[config.mk]
export PLATFORM = sky130hd
export DESIGN_NAME = scc_clock_ctl
export DESIGN_NICKNAME = d
export VERILOG_FILES = /design/src/scc_pkg.sv /design/src/scc_clock_ctl.sv /design/src/scc_switch.sv
export SDC_FILE = /design/constraint.sdc
export NUM_CORES = 1
export LEC_CHECK = 0
export BUFFER_PORTS_ARGS = -buffer_cell sky130_fd_sc_hd__buf_2
export CORE_MARGIN = 2
export CORE_UTILIZATION = 49
export DETAILED_ROUTE_END_ITERATION = 8
export MAX_ROUTING_LAYER = met4
export PLACE_DENSITY = 0.83
export RECOVER_POWER = 25
export SLEW_MARGIN = 15
export SYNTH_ARGS = -nofsm -noshare
export SYNTH_HDL_FRONTEND = slang
export SYNTH_HIERARCHICAL = 1
export SYNTH_SLANG_ARGS = --single-unit
[constraint.sdc]
create_clock -name SYS_CLK -period 1.7 [get_ports SYS_CLK]
set_input_delay 0.34 -clock SYS_CLK [delete_from_list [all_inputs] [get_ports SYS_CLK]]
set_output_delay 0.34 -clock SYS_CLK [all_outputs]
set_load 0.05 [all_outputs]
[src/scc_pkg.sv]
// Constants, types and register map of the system clock select block.
// Assumes one 20 MHz clock that stands for the internal oscillator.
// Notes on behaviour
// RULE1: After reset the internal oscillator, undivided, drives the system clock.
// RULE2: A set external override bit forces the CMOS clock pin, whatever the field holds.
// RULE3: Field codes 000 to 011 pick the oscillator divided by 1, 2, 4, 8.
// RULE4: Code 100 picks the clock pin, 101 the RTC clock; others are reserved.
// RULE5: Unused upper bits of both registers read zero and ignore writes.
// RULE6: Reset sets the hold and power bits of the oscillator control register.
// RULE7: Software writes zero to control bit 3; it always reads back zero.
// RULE8: With the hold bit set the oscillator runs regardless of the pin.
// RULE9: Clearing the hold bit gates the oscillator output but keeps it powered.
// RULE10: A clear power bit removes oscillator power; set lets it run.
// RULE11: Pin control without hold: pin rise stops oscillator, next fall restarts it.
// RULE12: Software sets hold and pin control together before clearing the hold bit.
// RULE13: Software may write all zeros to oscillator control while on the pin clock.
// RULE14: Source and divider changes never truncate or glitch a system clock period.
package scc_pkg;

    // ==========================================================
    // Clock and timing
    localparam int unsigned OSC_FREQ_MHZ = 20;
    localparam int unsigned CLK_PERIOD_NS = 1000 / OSC_FREQ_MHZ;
    localparam int unsigned DIV_BITS = 3;

    // ==========================================================
    // Register map
    localparam logic [7:0] ADDR_SRC_SEL = 8'h32;
    localparam logic [7:0] ADDR_OSC_CTL = 8'h33;
    localparam logic [7:0] ADDR_STATUS = 8'h36;
    localparam logic [2:0] SRC_SEL_RESET = 3'h0;
    localparam logic [7:0] READ_ZERO = 8'h00;

    // ==========================================================
    // Field positions
    localparam int unsigned OSC_PIN_CTL_POS = 0;
    localparam int unsigned OSC_POWER_POS = 1;
    localparam int unsigned OSC_HOLD_POS = 2;
    localparam int unsigned STAT_SRC_LSB = 0;
    localparam int unsigned STAT_BUSY_POS = 3;
    localparam int unsigned STAT_RUN_POS = 4;
    localparam int unsigned STAT_OUT_POS = 5;
    localparam int unsigned STAT_STOP_POS = 6;

    // ==========================================================
    // Source encodings
    localparam logic [2:0] SRC_DIV1 = 3'h0;
    localparam logic [2:0] SRC_DIV8 = 3'h3;
    localparam logic [2:0] SRC_PIN = 3'h4;
    localparam logic [2:0] SRC_RTC = 3'h5;
    localparam int unsigned NUM_SRC = 8;
    localparam int unsigned NUM_DIV = 4;

    // ==========================================================
    // Types
    typedef logic [2:0] scc_src_t;

    typedef struct packed {
        logic hold;
        logic power;
        logic pin_ctl;
    } scc_osc_ctl_s;

    localparam scc_osc_ctl_s OSC_CTL_RESET = '{hold: 1'b1, power: 1'b1, pin_ctl: 1'b0};

    typedef struct packed {
        logic [7:0] addr;
        logic [7:0] wdata;
        logic wr;
        logic rd;
    } scc_bus_s;

    typedef enum logic [1:0] {
        SW_RUN,
        SW_DRAIN,
        SW_ARM
    } scc_sw_state_e;

endpackage : scc_pkg

[src/scc_clock_ctl.sv]
// System clock source select and internal oscillator control.
// Assumes register strobes and pins are synchronous to SYS_CLK.
//
// Strobed register access was left to the implementer.
`timescale 1ns/100ps

module scc_clock_ctl (
    // Clock, reset, enable
    input wire logic SYS_CLK,
    input wire logic NRST,
    input wire logic CE,
    // Register port
    input wire logic [7:0] REG_ADDR,
    input wire logic [7:0] REG_WDATA,
    input wire logic REG_WR,
    input wire logic REG_RD,
    output logic [7:0] REG_RDATA,
    // Clock pins and override
    input wire logic EXT_CLK_PIN,
    input wire logic RTC_CLK_PIN,
    input wire logic EXT_OVERRIDE,
    // System clock
    output logic SYS_TICK,
    output scc_pkg::scc_src_t SRC_ACTIVE,
    output logic SWITCHING,
    // Oscillator state
    output logic OSC_POWER,
    output logic OSC_RUN,
    output logic OSC_OUT_EN
);
    import scc_pkg::*;

    // ==========================================================
    // Declarations
    scc_bus_s bus;
    scc_src_t sys_clk_source_field_r;
    scc_osc_ctl_s osc_ctl_r;
    scc_src_t target_r;
    scc_src_t target_nxt;
    logic pin_d_r;
    logic rtc_d_r;
    logic pin_rise;
    logic pin_fall;
    logic rtc_rise;
    logic pin_stop_r;
    logic osc_run_r;
    logic osc_out_r;
    logic [DIV_BITS-1:0] div_cnt_r;
    logic [NUM_SRC-1:0] src_tick;
    logic sw_tick;
    scc_src_t sw_active;
    logic sw_busy;
    logic [7:0] status;
    logic [7:0] rdata_nxt;

    assign bus = '{addr: REG_ADDR, wdata: REG_WDATA, wr: REG_WR, rd: REG_RD};

    // ==========================================================
    // Register writes
    // RULE5 upper bits dropped
    always_ff @(posedge SYS_CLK) begin
        if (!NRST) begin
            sys_clk_source_field_r <= SRC_SEL_RESET;
        end else if (CE && bus.wr && bus.addr == ADDR_SRC_SEL) begin
            sys_clk_source_field_r <= bus.wdata[2:0];
        end
    end

    // RULE6 reset hold power
    // RULE7 bit three dropped
    always_ff @(posedge SYS_CLK) begin
        if (!NRST) begin
            osc_ctl_r <= OSC_CTL_RESET;
        end else if (CE && bus.wr && bus.addr == ADDR_OSC_CTL) begin
            osc_ctl_r.hold <= bus.wdata[OSC_HOLD_POS];
            osc_ctl_r.power <= bus.wdata[OSC_POWER_POS];
            osc_ctl_r.pin_ctl <= bus.wdata[OSC_PIN_CTL_POS];
        end
    end

    // ==========================================================
    // Register reads
    always_comb begin
        status = READ_ZERO;
        status[STAT_SRC_LSB +: 3] = sw_active;
        status[STAT_BUSY_POS] = sw_busy;
        status[STAT_RUN_POS] = osc_run_r;
        status[STAT_OUT_POS] = osc_out_r;
        status[STAT_STOP_POS] = pin_stop_r;
    end

    // RULE5 upper bits zero
    always_comb begin
        rdata_nxt = READ_ZERO;
        if (bus.addr == ADDR_SRC_SEL) begin
            rdata_nxt[2:0] = sys_clk_source_field_r;
        end else if (bus.addr == ADDR_OSC_CTL) begin
            rdata_nxt[OSC_HOLD_POS] = osc_ctl_r.hold;
            rdata_nxt[OSC_POWER_POS] = osc_ctl_r.power;
            rdata_nxt[OSC_PIN_CTL_POS] = osc_ctl_r.pin_ctl;
        end else if (bus.addr == ADDR_STATUS) begin
            rdata_nxt = status;
        end
    end

    always_ff @(posedge SYS_CLK) begin
        if (!NRST) begin
            REG_RDATA <= READ_ZERO;
        end else if (CE) begin
            REG_RDATA <= bus.rd ? rdata_nxt : READ_ZERO;
        end
    end

    // ==========================================================
    // Pin edge detection
    always_ff @(posedge SYS_CLK) begin
        if (!NRST) begin
            pin_d_r <= 1'b0;
            rtc_d_r <= 1'b0;
        end else if (CE) begin
            pin_d_r <= EXT_CLK_PIN;
            rtc_d_r <= RTC_CLK_PIN;
        end
    end

    assign pin_rise = EXT_CLK_PIN && !pin_d_r;
    assign pin_fall = !EXT_CLK_PIN && pin_d_r;
    assign rtc_rise = RTC_CLK_PIN && !rtc_d_r;

    // ==========================================================
    // Oscillator stop by pin
    always_ff @(posedge SYS_CLK) begin
        if (!NRST) begin
            pin_stop_r <= 1'b0;
        end else if (CE) begin
            // RULE8 hold keeps running
            if (osc_ctl_r.hold || !osc_ctl_r.pin_ctl) begin
                pin_stop_r <= 1'b0;
            // RULE11 rise stops oscillator
            end else if (pin_rise) begin
                pin_stop_r <= 1'b1;
            // RULE11 fall restarts oscillator
            end else if (pin_fall) begin
                pin_stop_r <= 1'b0;
            end
        end
    end

    // ==========================================================
    // Oscillator power and output gate
    always_ff @(posedge SYS_CLK) begin
        if (!NRST) begin
            osc_run_r <= 1'b1;
            osc_out_r <= 1'b1;
        end else if (CE) begin
            // RULE10 power bit gates
            osc_run_r <= osc_ctl_r.power && !pin_stop_r;
            // RULE9 hold gates output
            osc_out_r <= osc_ctl_r.power && !pin_stop_r && osc_ctl_r.hold;
        end
    end

    always_ff @(posedge SYS_CLK) begin
        if (!NRST) begin
            OSC_POWER <= 1'b1;
            OSC_RUN <= 1'b1;
            OSC_OUT_EN <= 1'b1;
        end else if (CE) begin
            OSC_POWER <= osc_ctl_r.power;
            OSC_RUN <= osc_ctl_r.power && !pin_stop_r;
            OSC_OUT_EN <= osc_ctl_r.power && !pin_stop_r && osc_ctl_r.hold;
        end
    end

    // ==========================================================
    // Oscillator divider
    always_ff @(posedge SYS_CLK) begin
        if (!NRST) begin
            div_cnt_r <= '0;
        end else if (CE && osc_run_r) begin
            div_cnt_r <= div_cnt_r + 3'h1;
        end
    end

    // RULE3 divided tick taps
    generate
        for (genvar k = 0; k < NUM_DIV; k++) begin : g_div
            localparam logic [DIV_BITS-1:0] MASK = DIV_BITS'((1 << k) - 1);
            assign src_tick[k] = osc_out_r && ((div_cnt_r & MASK) == MASK);
        end
    endgenerate

    // RULE4 pin and RTC
    assign src_tick[SRC_PIN] = pin_rise;
    assign src_tick[SRC_RTC] = rtc_rise;
    assign src_tick[NUM_SRC-1:SRC_RTC+1] = '0;

    // ==========================================================
    // Source selection
    always_comb begin
        target_nxt = target_r;
        // RULE2 override forces pin
        if (EXT_OVERRIDE) begin
            target_nxt = SRC_PIN;
        // RULE3 divider codes
        end else if (sys_clk_source_field_r <= SRC_DIV8) begin
            target_nxt = sys_clk_source_field_r;
        // RULE4 reserved codes ignored
        end else if (sys_clk_source_field_r <= SRC_RTC) begin
            target_nxt = sys_clk_source_field_r;
        end
    end

    // RULE1 reset to undivided
    always_ff @(posedge SYS_CLK) begin
        if (!NRST) begin
            target_r <= SRC_DIV1;
        end else if (CE) begin
            target_r <= target_nxt;
        end
    end

    // ==========================================================
    // Glitch-free switch
    // RULE14 clean source change
    scc_switch u_switch (
        .clk(SYS_CLK),
        .nrst(NRST),
        .ce(CE),
        .src_tick(src_tick),
        .target(target_r),
        .tick_r(sw_tick),
        .active_r(sw_active),
        .busy_r(sw_busy)
    );

    always_ff @(posedge SYS_CLK) begin
        if (!NRST) begin
            SYS_TICK <= 1'b0;
            SRC_ACTIVE <= SRC_DIV1;
            SWITCHING <= 1'b0;
        end else if (CE) begin
            SYS_TICK <= sw_tick;
            SRC_ACTIVE <= sw_active;
            SWITCHING <= sw_busy;
        end
    end

endmodule : scc_clock_ctl

[src/scc_switch.sv]
// Glitch-free selector between system clock tick sources.
// Assumes each source tick is a one-cycle pulse marking a rising edge.
`timescale 1ns/100ps

module scc_switch (
    // Clock and reset
    input wire logic clk,
    input wire logic nrst,
    input wire logic ce,
    // Sources and request
    input wire logic [scc_pkg::NUM_SRC-1:0] src_tick,
    input wire scc_pkg::scc_src_t target,
    // Result
    output logic tick_r,
    output scc_pkg::scc_src_t active_r,
    output logic busy_r
);
    import scc_pkg::*;

    scc_sw_state_e state_r;
    scc_src_t pend_r;

    // ==========================================================
    // Source change sequence
    // RULE14 finish then start
    always_ff @(posedge clk) begin
        if (!nrst) begin
            state_r <= SW_RUN;
            active_r <= SRC_DIV1;
            pend_r <= SRC_DIV1;
            tick_r <= 1'b0;
            busy_r <= 1'b0;
        end else if (ce) begin
            unique case (state_r)
                SW_RUN: begin
                    tick_r <= src_tick[active_r];
                    if (target != active_r) begin
                        pend_r <= target;
                        busy_r <= 1'b1;
                        state_r <= src_tick[active_r] ? SW_ARM : SW_DRAIN;
                    end
                end
                SW_DRAIN: begin
                    tick_r <= src_tick[active_r];
                    if (src_tick[active_r]) begin
                        state_r <= SW_ARM;
                    end
                end
                SW_ARM: begin
                    tick_r <= src_tick[pend_r];
                    if (src_tick[pend_r]) begin
                        active_r <= pend_r;
                        busy_r <= 1'b0;
                        state_r <= SW_RUN;
                    end
                end
            endcase
        end
    end

endmodule : scc_switch

==> impl_metrics.py, run 1 <==
metrics = {
    "timing": {
        "finalWorstSetupSlack_ns": -0.211,
        "fin_crit_ns": 1.91,
        "setup_viol": 4,
        "fmax_ghz": 0.523,
        "grt_setup_unrepaired": "yes",
        "tns_ns": -0.576,
        "hold_viol_final": 0,
        "hold_ws_ns": 0.275,
        "finClkSkew_ns": 0.00224,
        "max_slew_margin": 0.618,
        "tightest_slew_ns": 0.573,
        "finalCritPeriodShare": 1.12,
        "drv_slew": 0,
    },
    "critical_path": {
        "r2r_slack_ns": -0.21,
        "reg2reg_from": "div_cnt_r[1]$_SDFFE_PN0P_",
        "end_kind": "register",
        "path_cells": "ha_4 > ha_4 > and2_4 > mux4_2 > mux2i_4 > buf_4 > buf_4 > o32ai_2",
        "crit_path_max_incr_delay_ns": 0.50,
        "worstSetupEndpoint": "u_switch/state_r[1]$_SDFFE_PN0P_",
        "cp.depth": 8,
        "crit_required_ns": 1.87,
        "worst_r2r_path_depth": 8,
        "cp-start-kind": "register",
        "crit_buf_inv": 2,
        "path_class": "register to register",
        "startpoint": "div_cnt_r[1]$_SDFFE_PN0P_",
        "path_max_fanout": 3,
        "critPathTopFamily": "multiplexers",
        "cp_data_arrival_time_ns": 2.08,
        "critPathSlowestCell": "mux4_2",
        "r2r_end": "u_switch/state_r[1]$_SDFFE_PN0P_",
    },
    "clock_tree": {
        "cts_tree": "done",
        "cts_buffer_depth": 2,
        "clock-root-buffer": "clkbuf_8",
        "cts_made_buffers": 5,
        "insertion_delay_ns": 0.29,
        "htreeDepth": 2,
        "clkSinkCount": 40,
        "cts.clk_slew.worst_paths_ns": 0.08,
        "ctsHoldBuffers": 0,
    },
    "layout": {
        "drive_above_1_share": 0.268,
        "final_cells": 319,
        "antennaDiodeCount": 0,
        "utilization": 0.631,
        "layout.nets": 298,
        "syn2layout_area_growth_pct": 23.2,
    },
    "global_route": {
        "antenna_found_initial": 0,
        "grt_max_degree": 30,
        "grt_pass1_vias": 1613,
        "grt_pass1_wl_um": 7290,
        "groute.usage.overall": 0.217,
        "overflow": 0,
    },
    "flow_run": {
        "maxCapViolations": 0,
    },
    "synth": {
        "seq_area_frac_synth": 0.388,
        "synth_edf_count": 0,
        "yosys.area.top_type_share": 0.388,
        "netlist_instances": 222,
        "synth_area_um2": 2060,
        "synthArstFlopShare": 0,
        "synth.distinct_cells": 43,
        "yosysWarnings": 6,
        "yosysMostFrequentCell": "dfxtp_1",
        "yosysTopAreaCell": "dfxtp_1",
        "synth.top_cells.by_count": "dfxtp_1, nor2_1, mux2i_1, nand2_1, a21oi_1",
        "synth.area.top_cells": "dfxtp_1, mux2i_1, nor2_1, ha_1, nand2_1",
        "syn_area_per_cell_um2": 9.30,
        "ys_ff_latch": 40,
        "synthFlopType": "dfxtp_1",
    },
    "placed_design": {
        "gp_congestion": 0.859,
        "placedCellCount": 309,
        "detailed_place_hpwl_um": 3350,
        "portBuffers": 33,
    },
    "power": {
        "switching_share": 0.220,
        "power.leakage_nw": 1.04,
        "switchingPower_w": 0.000512,
        "pwr-share-clk": 0.459,
        "peakVddDrop_uv": 506,
        "powerDensity_nw_per_um2": 915,
        "power.share.combinational": 0.118,
        "pwr-share-seq": 0.423,
        "internal_power_w": 0.00181,
    },
    "drt": {
        "routedWlPerCell_um": 14.2,
        "ant_nets": 0,
        "first_pass_iters": 4,
        "drt-total-wl_um": 4540,
        "drtIter0Drc": 115,
        "drc_errors": 0,
        "routed_via_density": 5.39,
        "route.vias.total": 1718,
    },
    "floorplanning": {
        "dieArea_um2": 4750,
        "ios": 40,
        "fp.dieH_um": 68.9,
        "core_um2": 4030,
        "die_w_um": 68.9,
        "rows": 23,
        "start_util": 0.512,
    },
    "run_status": {
        "violations": "setup timing",
        "status": "finished, violations left",
    },
    "hold_path": {
        "hold_class": "input pin to register",
    },
}
-- power groups by stage --
stage	sequential, W	combinational (W)	clock, W
2_1_floorplan	0.00101	0.000171	0
3_3_place_gp	0.00100	0.000253	0
3_5_place_dp	0.00101	0.000261	0
4_1_cts	0.000984	0.000265	0.00108
5_1_grt	0.000988	0.000301	0.00112
6_report	0.000984	0.000273	0.00107
-- final cells by class --
cell class	count	area, µm²
sequential	40	805
clock buffer	5	68.8
fill	343	1490
inverter	11	41.3
tap	50	62.6
multi-input combinational	165	1220
timing repair buffer	45	250
clock inverter	3	90.1
-- sequential cells by signal, indices dropped and copies added (netlist names), 2 cells and up --
signal / count
sys_clk_source_field_r: 3
osc_ctl_r: 3
u_switch/active_r: 3
target_r: 3
SRC_ACTIVE: 3
u_switch/pend_r: 3
REG_RDATA: 7
div_cnt_r: 3
u_switch/state_r: 2
-- metrics by stage --
| step | total power [W] | area (µm²) | worst slack, ns |
|---|---|---|---|
| after floorplan | 0.00118 | 2110 | -0.0722 |
| after global placement | 0.00126 | 2360 | -0.106 |
| after detailed placement | 0.00127 | 2360 | -0.149 |
| after CTS | 0.00233 | 2520 | -0.166 |
| after global routing | 0.00241 | 2540 | -0.263 |
| final | 0.00233 | 2540 | -0.211 |
-- layer usage --
layer	GRT usage	part of all wire	vias to the layer above
li1	-	-	852
met1	0.259	0.45	801
met3	0.0471	0.053	10
met4	0.0809	0.016	0
met2	0.361	0.48	55
met5	-	0	-
-- repair_timing --
| action | in CTS | in global routing |
|---|---|---|
| gates resized for setup | 1 | 2 |
| setup buffers | 0 | 2 |
| setup endpoints to repair | 6 | 7 |
| pin swaps | 4 | 2 |
| hold endpoints to repair | 0 | 0 |
-- worst min path at each step --
stage | end | start | cells after the start
after detailed placement | REG_RDATA[1]$_SDFFE_PN0P_ | REG_RDATA[1]$_SDFFE_PN0P_ | 2
after floorplan | u_switch/tick_r$_SDFFE_PN0P_ | CE | 1
after CTS | osc_ctl_r[1]$_SDFFE_PN1P_ | REG_WDATA[1] | 3
after global placement | REG_RDATA[0]$_SDFFE_PN0P_ | REG_RDATA[0]$_SDFFE_PN0P_ | 2
final | osc_ctl_r[1]$_SDFFE_PN1P_ | REG_WDATA[1] | 3
after global routing | osc_ctl_r[1]$_SDFFE_PN1P_ | REG_WDATA[1] | 3
-- cell families after synthesis --
kind of cell               synth area share
and+or+nand+nor                       0.239
DFF                                   0.388
buffers and inverters                0.0436
muxes                                 0.153
other                               0.00182
adders and majority gates            0.0364
xor gates and xnor gates             0.0170
AOI/OAI and AO/OA                     0.121
-- worst register-to-register path: stages (launching register included) --
cell	delay [ns]
dfxtp_2	0.34
ha_4	0.16
ha_4	0.14
and2_4	0.15
mux4_2	0.50
mux2i_4	0.17
buf_4	0.15
buf_4	0.11
o32ai_2	0.08
-- placed cells by master, fill, tap and decap left out, drive strengths merged, types with 2 or more instances in the layout --
| cell type | count |
|---|---|
| a21o | 2 |
| a21oi | 13 |
| a221oi | 2 |
| and2 | 4 |
| buf | 42 |
| bufinv | 3 |
| clkbuf | 8 |
| conb | 5 |
| dfxtp | 40 |
| ha | 6 |
| inv | 10 |
| mux2i | 24 |
| mux4 | 2 |
| nand2 | 19 |
| nand2b | 10 |
| nand3 | 9 |
| nand3b | 3 |
| nand4 | 4 |
| nor2 | 27 |
| nor2b | 3 |
| nor4 | 2 |
| o21a | 3 |
| o21ai | 7 |
| o31ai | 3 |
| o32ai | 2 |
| xnor2 | 3 |
Power figures use the tool's default switching activity.
==> inputs of run 2 (changes only) <==
==> constraint.sdc (replaced) <==
create_clock -name SYS_CLK -period 1.7 [get_ports SYS_CLK]
set_input_delay 0.17 -clock SYS_CLK [delete_from_list [all_inputs] [get_ports SYS_CLK]]
set_output_delay 0.17 -clock SYS_CLK [all_outputs]
set_load 0.05 [all_outputs]
==> impl_metrics.py, run 2 (synthesized netlist as in run 1, its figures left out) <==
metrics = {
    "global_route": {
        "grt_pass1_wl_um": 7220,
        "antenna_found_initial": 0,
        "overflow": 0,
        "grt_max_degree": 29,
        "groute.usage.overall": 0.214,
        "grt_pass1_vias": 1671,
    },
    "timing": {
        "grt_setup_unrepaired": "yes",
        "drv_slew": 0,
        "max_slew_margin": 0.178,
        "finalWorstSetupSlack_ns": -0.157,
        "tightest_slew_ns": 1.23,
        "finalCritPeriodShare": 1.09,
        "fmax_ghz": 0.539,
        "hold_viol_final": 0,
        "setup_viol": 7,
        "fin_crit_ns": 1.86,
        "finClkSkew_ns": 0.00431,
    },
    "flow_run": {
        "maxCapViolations": 0,
    },
    "critical_path": {
        "cp_data_arrival_time_ns": 2.06,
        "reg2reg_from": "div_cnt_r[1]$_SDFFE_PN0P_",
        "r2r_slack_ns": -0.16,
        "worst_r2r_path_depth": 7,
        "path_class": "register to register",
        "cp-start-kind": "register",
        "end_kind": "register",
        "path_max_fanout": 4,
        "crit_required_ns": 1.91,
        "r2r_end": "u_switch/state_r[0]$_SDFFE_PN0P_",
    },
    "clock_tree": {
        "cts_made_buffers": 5,
        "cts.clk_slew.worst_paths_ns": 0.08,
        "clkSinkCount": 40,
        "cts_buffer_depth": 2,
        "insertion_delay_ns": 0.29,
        "htreeDepth": 2,
        "cts_tree": "done",
        "clock-root-buffer": "clkbuf_8",
        "ctsHoldBuffers": 0,
    },
    "run_status": {
        "violations": "setup timing",
        "status": "finished, violations left",
    },
    "drt": {
        "route.vias.total": 1705,
        "top_layer": "met4",
        "routed-wl-met3_um": 216,
        "routedWlPerCell_um": 14.1,
        "met1_length_um": 2020,
        "dr_wl_met2_um": 2180,
        "drtIter0Drc": 117,
        "drt-total-wl_um": 4470,
        "first_pass_iters": 4,
        "ant_nets": 0,
        "routed_via_density": 5.40,
        "drc_errors": 0,
    },
    "floorplanning": {
        "start_util": 0.512,
        "core_um2": 4030,
        "dieArea_um2": 4750,
        "fp.dieH_um": 68.9,
        "rows": 23,
        "die_w_um": 68.9,
        "ios": 40,
    },
    "power": {
        "power.leakage_nw": 0.998,
        "peakVddDrop_uv": 617,
        "power_w": 0.00191,
        "powerDensity_nw_per_um2": 778,
    },
    "layout": {
        "layout_common_cells": "dfxtp_1, buf_2, nor2_1, mux2i_1, nand2_1",
        "antennaDiodeCount": 0,
        "drive_above_1_share": 0.256,
        "layout.nets": 295,
        "syn2layout_area_growth_pct": 18.7,
        "fill_cells": 369,
        "final_common_cell": "dfxtp_1",
        "largest_register": "REG_RDATA",
        "largest_reg_flops": 7,
        "stdcell_area_um2": 2450,
        "utilization": 0.608,
        "final_cells": 316,
    },
    "placed_design": {
        "placedCellCount": 307,
        "portBuffers": 33,
        "detailed_place_hpwl_um": 3240,
        "dpl_cell_area_um2": 2350,
        "gp_congestion": 0.873,
    },
    "hold_path": {
        "hold_class": "input pin to register",
        "hp-start": "REG_WDATA[2]",
        "min_delay_path_depth": 3,
        "min_to": "osc_ctl_r[2]$_SDFFE_PN1P_",
    },
}
run 2: cell count changes in the layout (fill, tap and decap cells not counted):
cell,previous run,this run
buf_2,31,32
bufinv_16,3,0
clkbuf_2,1,0
clkinv_2,0,2
buf_4,11,7
clkbuf_8,5,6
clkbuf_1,2,3
run 2: critical path: stages (launching register included):
cell	delay [ns]
dfxtp_2	0.34
ha_4	0.16
ha_4	0.14
and2_4	0.14
mux4_2	0.49
mux2i_4	0.21
nand2_1	0.09
o32ai_2	0.20
run 2: repair_timing:
action / CTS / global route
gates resized for setup: 1 / 2
setup buffers: 1 / 0
endpoints found under the setup margin: 4 / 7
pin swaps: 2 / 2
run 2: worst max path at each step:
stage,start,to,slack [ns]
3_3_place_gp,div_cnt_r[1]$_SDFFE_PN0P_,u_switch/tick_r$_SDFFE_PN0P_,-0.1
4_1_cts,div_cnt_r[1]$_SDFFE_PN0P_,u_switch/state_r[0]$_SDFFE_PN0P_,-0.16
5_1_grt,div_cnt_r[1]$_SDFFE_PN0P_,u_switch/state_r[0]$_SDFFE_PN0P_,-0.24
3_5_place_dp,div_cnt_r[1]$_SDFFE_PN0P_,u_switch/state_r[0]$_SDFFE_PN0P_,-0.16
2_1_floorplan,div_cnt_r[0]$_SDFFE_PN0P_,u_switch/tick_r$_SDFFE_PN0P_,-0.07
6_report,div_cnt_r[1]$_SDFFE_PN0P_,u_switch/state_r[0]$_SDFFE_PN0P_,-0.16
run 2: power breakdown:
group,switching (W),internal (W),leakage [nW],total (W)
Combinational,0.000153,0.000113,0.622,0.000266
Clock,0.000332,0.000324,0.0510,0.000656
Sequential,0.0000230,0.000962,0.325,0.000985
Total,0.000508,0.00140,0.998,0.00191
run 2: per-stage QoR:
step	worst slack [ns]	hold WS [ns]	setup TNS, ns
floorplan	-0.0722	0.262	-0.164
global placement	-0.0994	0.403	-0.260
detailed placement	-0.158	0.408	-0.374
CTS	-0.159	0.103	-0.411
global route	-0.245	0.114	-1.27
finish	-0.157	0.109	-0.433
run 2: final cells by class:
class	instances	area, µm²	share of cell area
multi-input combinational	165	1220	0.500
sequential	40	805	0.328
timing repair buffer	42	224	0.0914
clock buffer	6	82.6	0.0337
tap	50	62.6	0.0255
inverter	11	41.3	0.0169
clock inverter	2	10.0	0.00409
run 2: routing by layer:
layer  up-vias  global-route usage
li1        857                   -
met1       793               0.255
met2        47               0.355
met3         8              0.0455
met4         0              0.0809
met5         -                   -
==> inputs of run 3 (changes only) <==
--- a/config.mk
+++ b/config.mk
@@ -7,13 +7,15 @@
 export LEC_CHECK = 0
 export BUFFER_PORTS_ARGS = -buffer_cell sky130_fd_sc_hd__buf_2
 export CORE_MARGIN = 2
-export CORE_UTILIZATION = 49
+export CORE_UTILIZATION = 25
 export DETAILED_ROUTE_END_ITERATION = 8
+export GPL_TIMING_DRIVEN = 1
 export MAX_ROUTING_LAYER = met4
-export PLACE_DENSITY = 0.83
+export PLACE_DENSITY = 0.52
 export RECOVER_POWER = 25
 export SLEW_MARGIN = 15
 export SYNTH_ARGS = -nofsm -noshare
 export SYNTH_HDL_FRONTEND = slang
 export SYNTH_HIERARCHICAL = 1
 export SYNTH_SLANG_ARGS = --single-unit
+export TNS_END_PERCENT = 10
==> impl_metrics.py, run 3 (synthesized netlist as in run 1, its figures left out) <==
metrics = {
    "run_status": {
        "status": "finished, violations left",
        "violations": "setup timing",
    },
    "critical_path": {
        "path_common_cell": "ha_4",
        "path_class": "register to register",
        "critPathSlowestCell": "mux4_2",
        "crit_path_max_incr_delay_ns": 0.49,
        "cp_data_arrival_time_ns": 2.07,
        "crit_buf_inv": 0,
        "path_max_fanout": 4,
        "cp-start-kind": "register",
        "crit_required_ns": 1.91,
        "end_kind": "register",
        "path_cells": "ha_4 > ha_4 > and2_4 > mux4_2 > mux2i_4 > nand2_1 > o32ai_2",
        "critPathTopFamily": "multiplexers",
    },
    "drt": {
        "ant_nets": 0,
        "drtIter0Drc": 90,
        "drc_errors": 0,
        "drt-total-wl_um": 4930,
        "route.vias.total": 1706,
        "routed_via_density": 4.54,
        "routedWlPerCell_um": 13.1,
        "first_pass_iters": 4,
    },
    "power": {
        "pwr-share-seq": 0.517,
        "powerDensity_nw_per_um2": 747,
        "switching_share": 0.265,
        "internal_power_w": 0.00140,
        "switchingPower_w": 0.000504,
        "power.leakage_nw": 1.02,
        "pwr-share-clk": 0.342,
        "power.share.combinational": 0.141,
        "peakVddDrop_uv": 330,
    },
    "placed_design": {
        "gp_congestion": 0.756,
        "portBuffers": 33,
        "placedCellCount": 367,
        "detailed_place_hpwl_um": 3740,
        "pre_cts_slack_ns": -0.182,
        "dpl_cell_area_um2": 2430,
    },
    "timing": {
        "hold_viol_final": 0,
        "setup_viol": 3,
        "finClkSkew_ns": 0.00538,
        "tightest_slew_ns": 0.550,
        "hold_ws_ns": 0.109,
        "finalWorstSetupSlack_ns": -0.162,
        "fmax_ghz": 0.537,
        "max_slew_margin": 0.633,
        "fin_crit_ns": 1.86,
        "grt_setup_unrepaired": "yes",
        "finalCritPeriodShare": 1.10,
        "drv_slew": 0,
    },
    "layout": {
        "layout.nets": 300,
        "final_common_cell": "dfxtp_1",
        "layout_common_cells": "dfxtp_1, buf_2, nor2_1, mux2i_1, nand2_1",
        "antennaDiodeCount": 0,
        "largest_reg_flops": 7,
        "drive_above_1_share": 0.269,
        "stdcell_area_um2": 2550,
        "final_cells": 376,
        "largest_register": "REG_RDATA",
        "utilization": 0.315,
        "syn2layout_area_growth_pct": 23.5,
    },
    "clock_tree": {
        "clock-root-buffer": "clkbuf_8",
        "ctsHoldBuffers": 0,
        "cts.clk_slew.worst_paths_ns": 0.08,
        "cts_made_buffers": 5,
        "htreeDepth": 2,
        "clkSinkCount": 40,
        "cts_tree": "done",
        "cts_buffer_depth": 2,
        "insertion_delay_ns": 0.29,
    },
    "hold_path": {
        "hold_class": "input pin to register",
    },
    "global_route": {
        "antenna_found_initial": 0,
        "grt_pass1_vias": 1625,
        "groute.usage.overall": 0.121,
        "overflow": 0,
        "grt_max_degree": 28,
        "grt_pass1_wl_um": 8110,
    },
    "floorplanning": {
        "ios": 40,
        "start_util": 0.255,
        "core_um2": 8090,
        "rows": 33,
        "fp.dieH_um": 94.9,
        "dieArea_um2": 9000,
        "die_w_um": 94.9,
    },
    "flow_run": {
        "maxCapViolations": 0,
    },
}
run 3: tightest hold or removal path, delay by kind of cell:
family                 cells  cell delay [ns]
buffers and inverters      1             0.09
muxes                      1             0.06
and+or+nand+nor            1             0.06
run 3: final timing paths:
check	start	endpoint	slack (ns)	cells past startpoint
setup / recovery	div_cnt_r[1]$_SDFFE_PN0P_	u_switch/state_r[0]$_SDFFE_PN0P_	-0.16	7
hold reg to reg	REG_RDATA[3]$_SDFFE_PN0P_	REG_RDATA[3]$_SDFFE_PN0P_	0.47	2
hold / removal	REG_WDATA[2]	osc_ctl_r[2]$_SDFFE_PN1P_	0.11	3
setup reg to reg	div_cnt_r[1]$_SDFFE_PN0P_	u_switch/state_r[0]$_SDFFE_PN0P_	-0.16	7
run 3: layout make-up:
type,instances,area [µm²]
Timing Repair Buffer,47,263
Clock inverter,2,10.0
Multi-Input combinational cell,165,1220
Clock buffer,6,82.6
Sequential cell,40,805
Fill cell,900,5540
Tap cell,105,131
Inverter,11,41.3
run 3: through the flow:
step	total power, W	TNS (ns)
4_1_cts	0.00194	-0.428
3_5_place_dp	0.00127	-0.621
2_1_floorplan	0.00118	-0.266
3_3_place_gp	0.00127	-0.511
5_1_grt	0.00201	-0.871
6_report	0.00190	-0.465
run 3: power groups by stage:
stage / sequential (W) / clock (W) / combinational (W)
after floorplan: 0.00101 / 0 / 0.000169
after global placement: 0.00100 / 0 / 0.000266
after detailed placement: 0.00100 / 0 / 0.000265
after CTS: 0.000985 / 0.000686 / 0.000270
after global routing: 0.000987 / 0.000721 / 0.000298
final: 0.000984 / 0.000651 / 0.000269
run 3: what timing repair did:
action | 4_1_cts | 5_1_grt
setup endpoints to repair | 6 | 7
setup buffers | 0 | 1
pin swaps | 3 | 1
resized for setup | 7 | 1
run 3: per-layer routing:
layer / up-vias / global-route usage / wire (µm)
met3: 9 / 0.0192 / 118
met4: 0 / 0.0459 / 133
met1: 804 / 0.149 / 2330
li1: 869 / - / -
met2: 24 / 0.199 / 2360
met5: - / - / 0
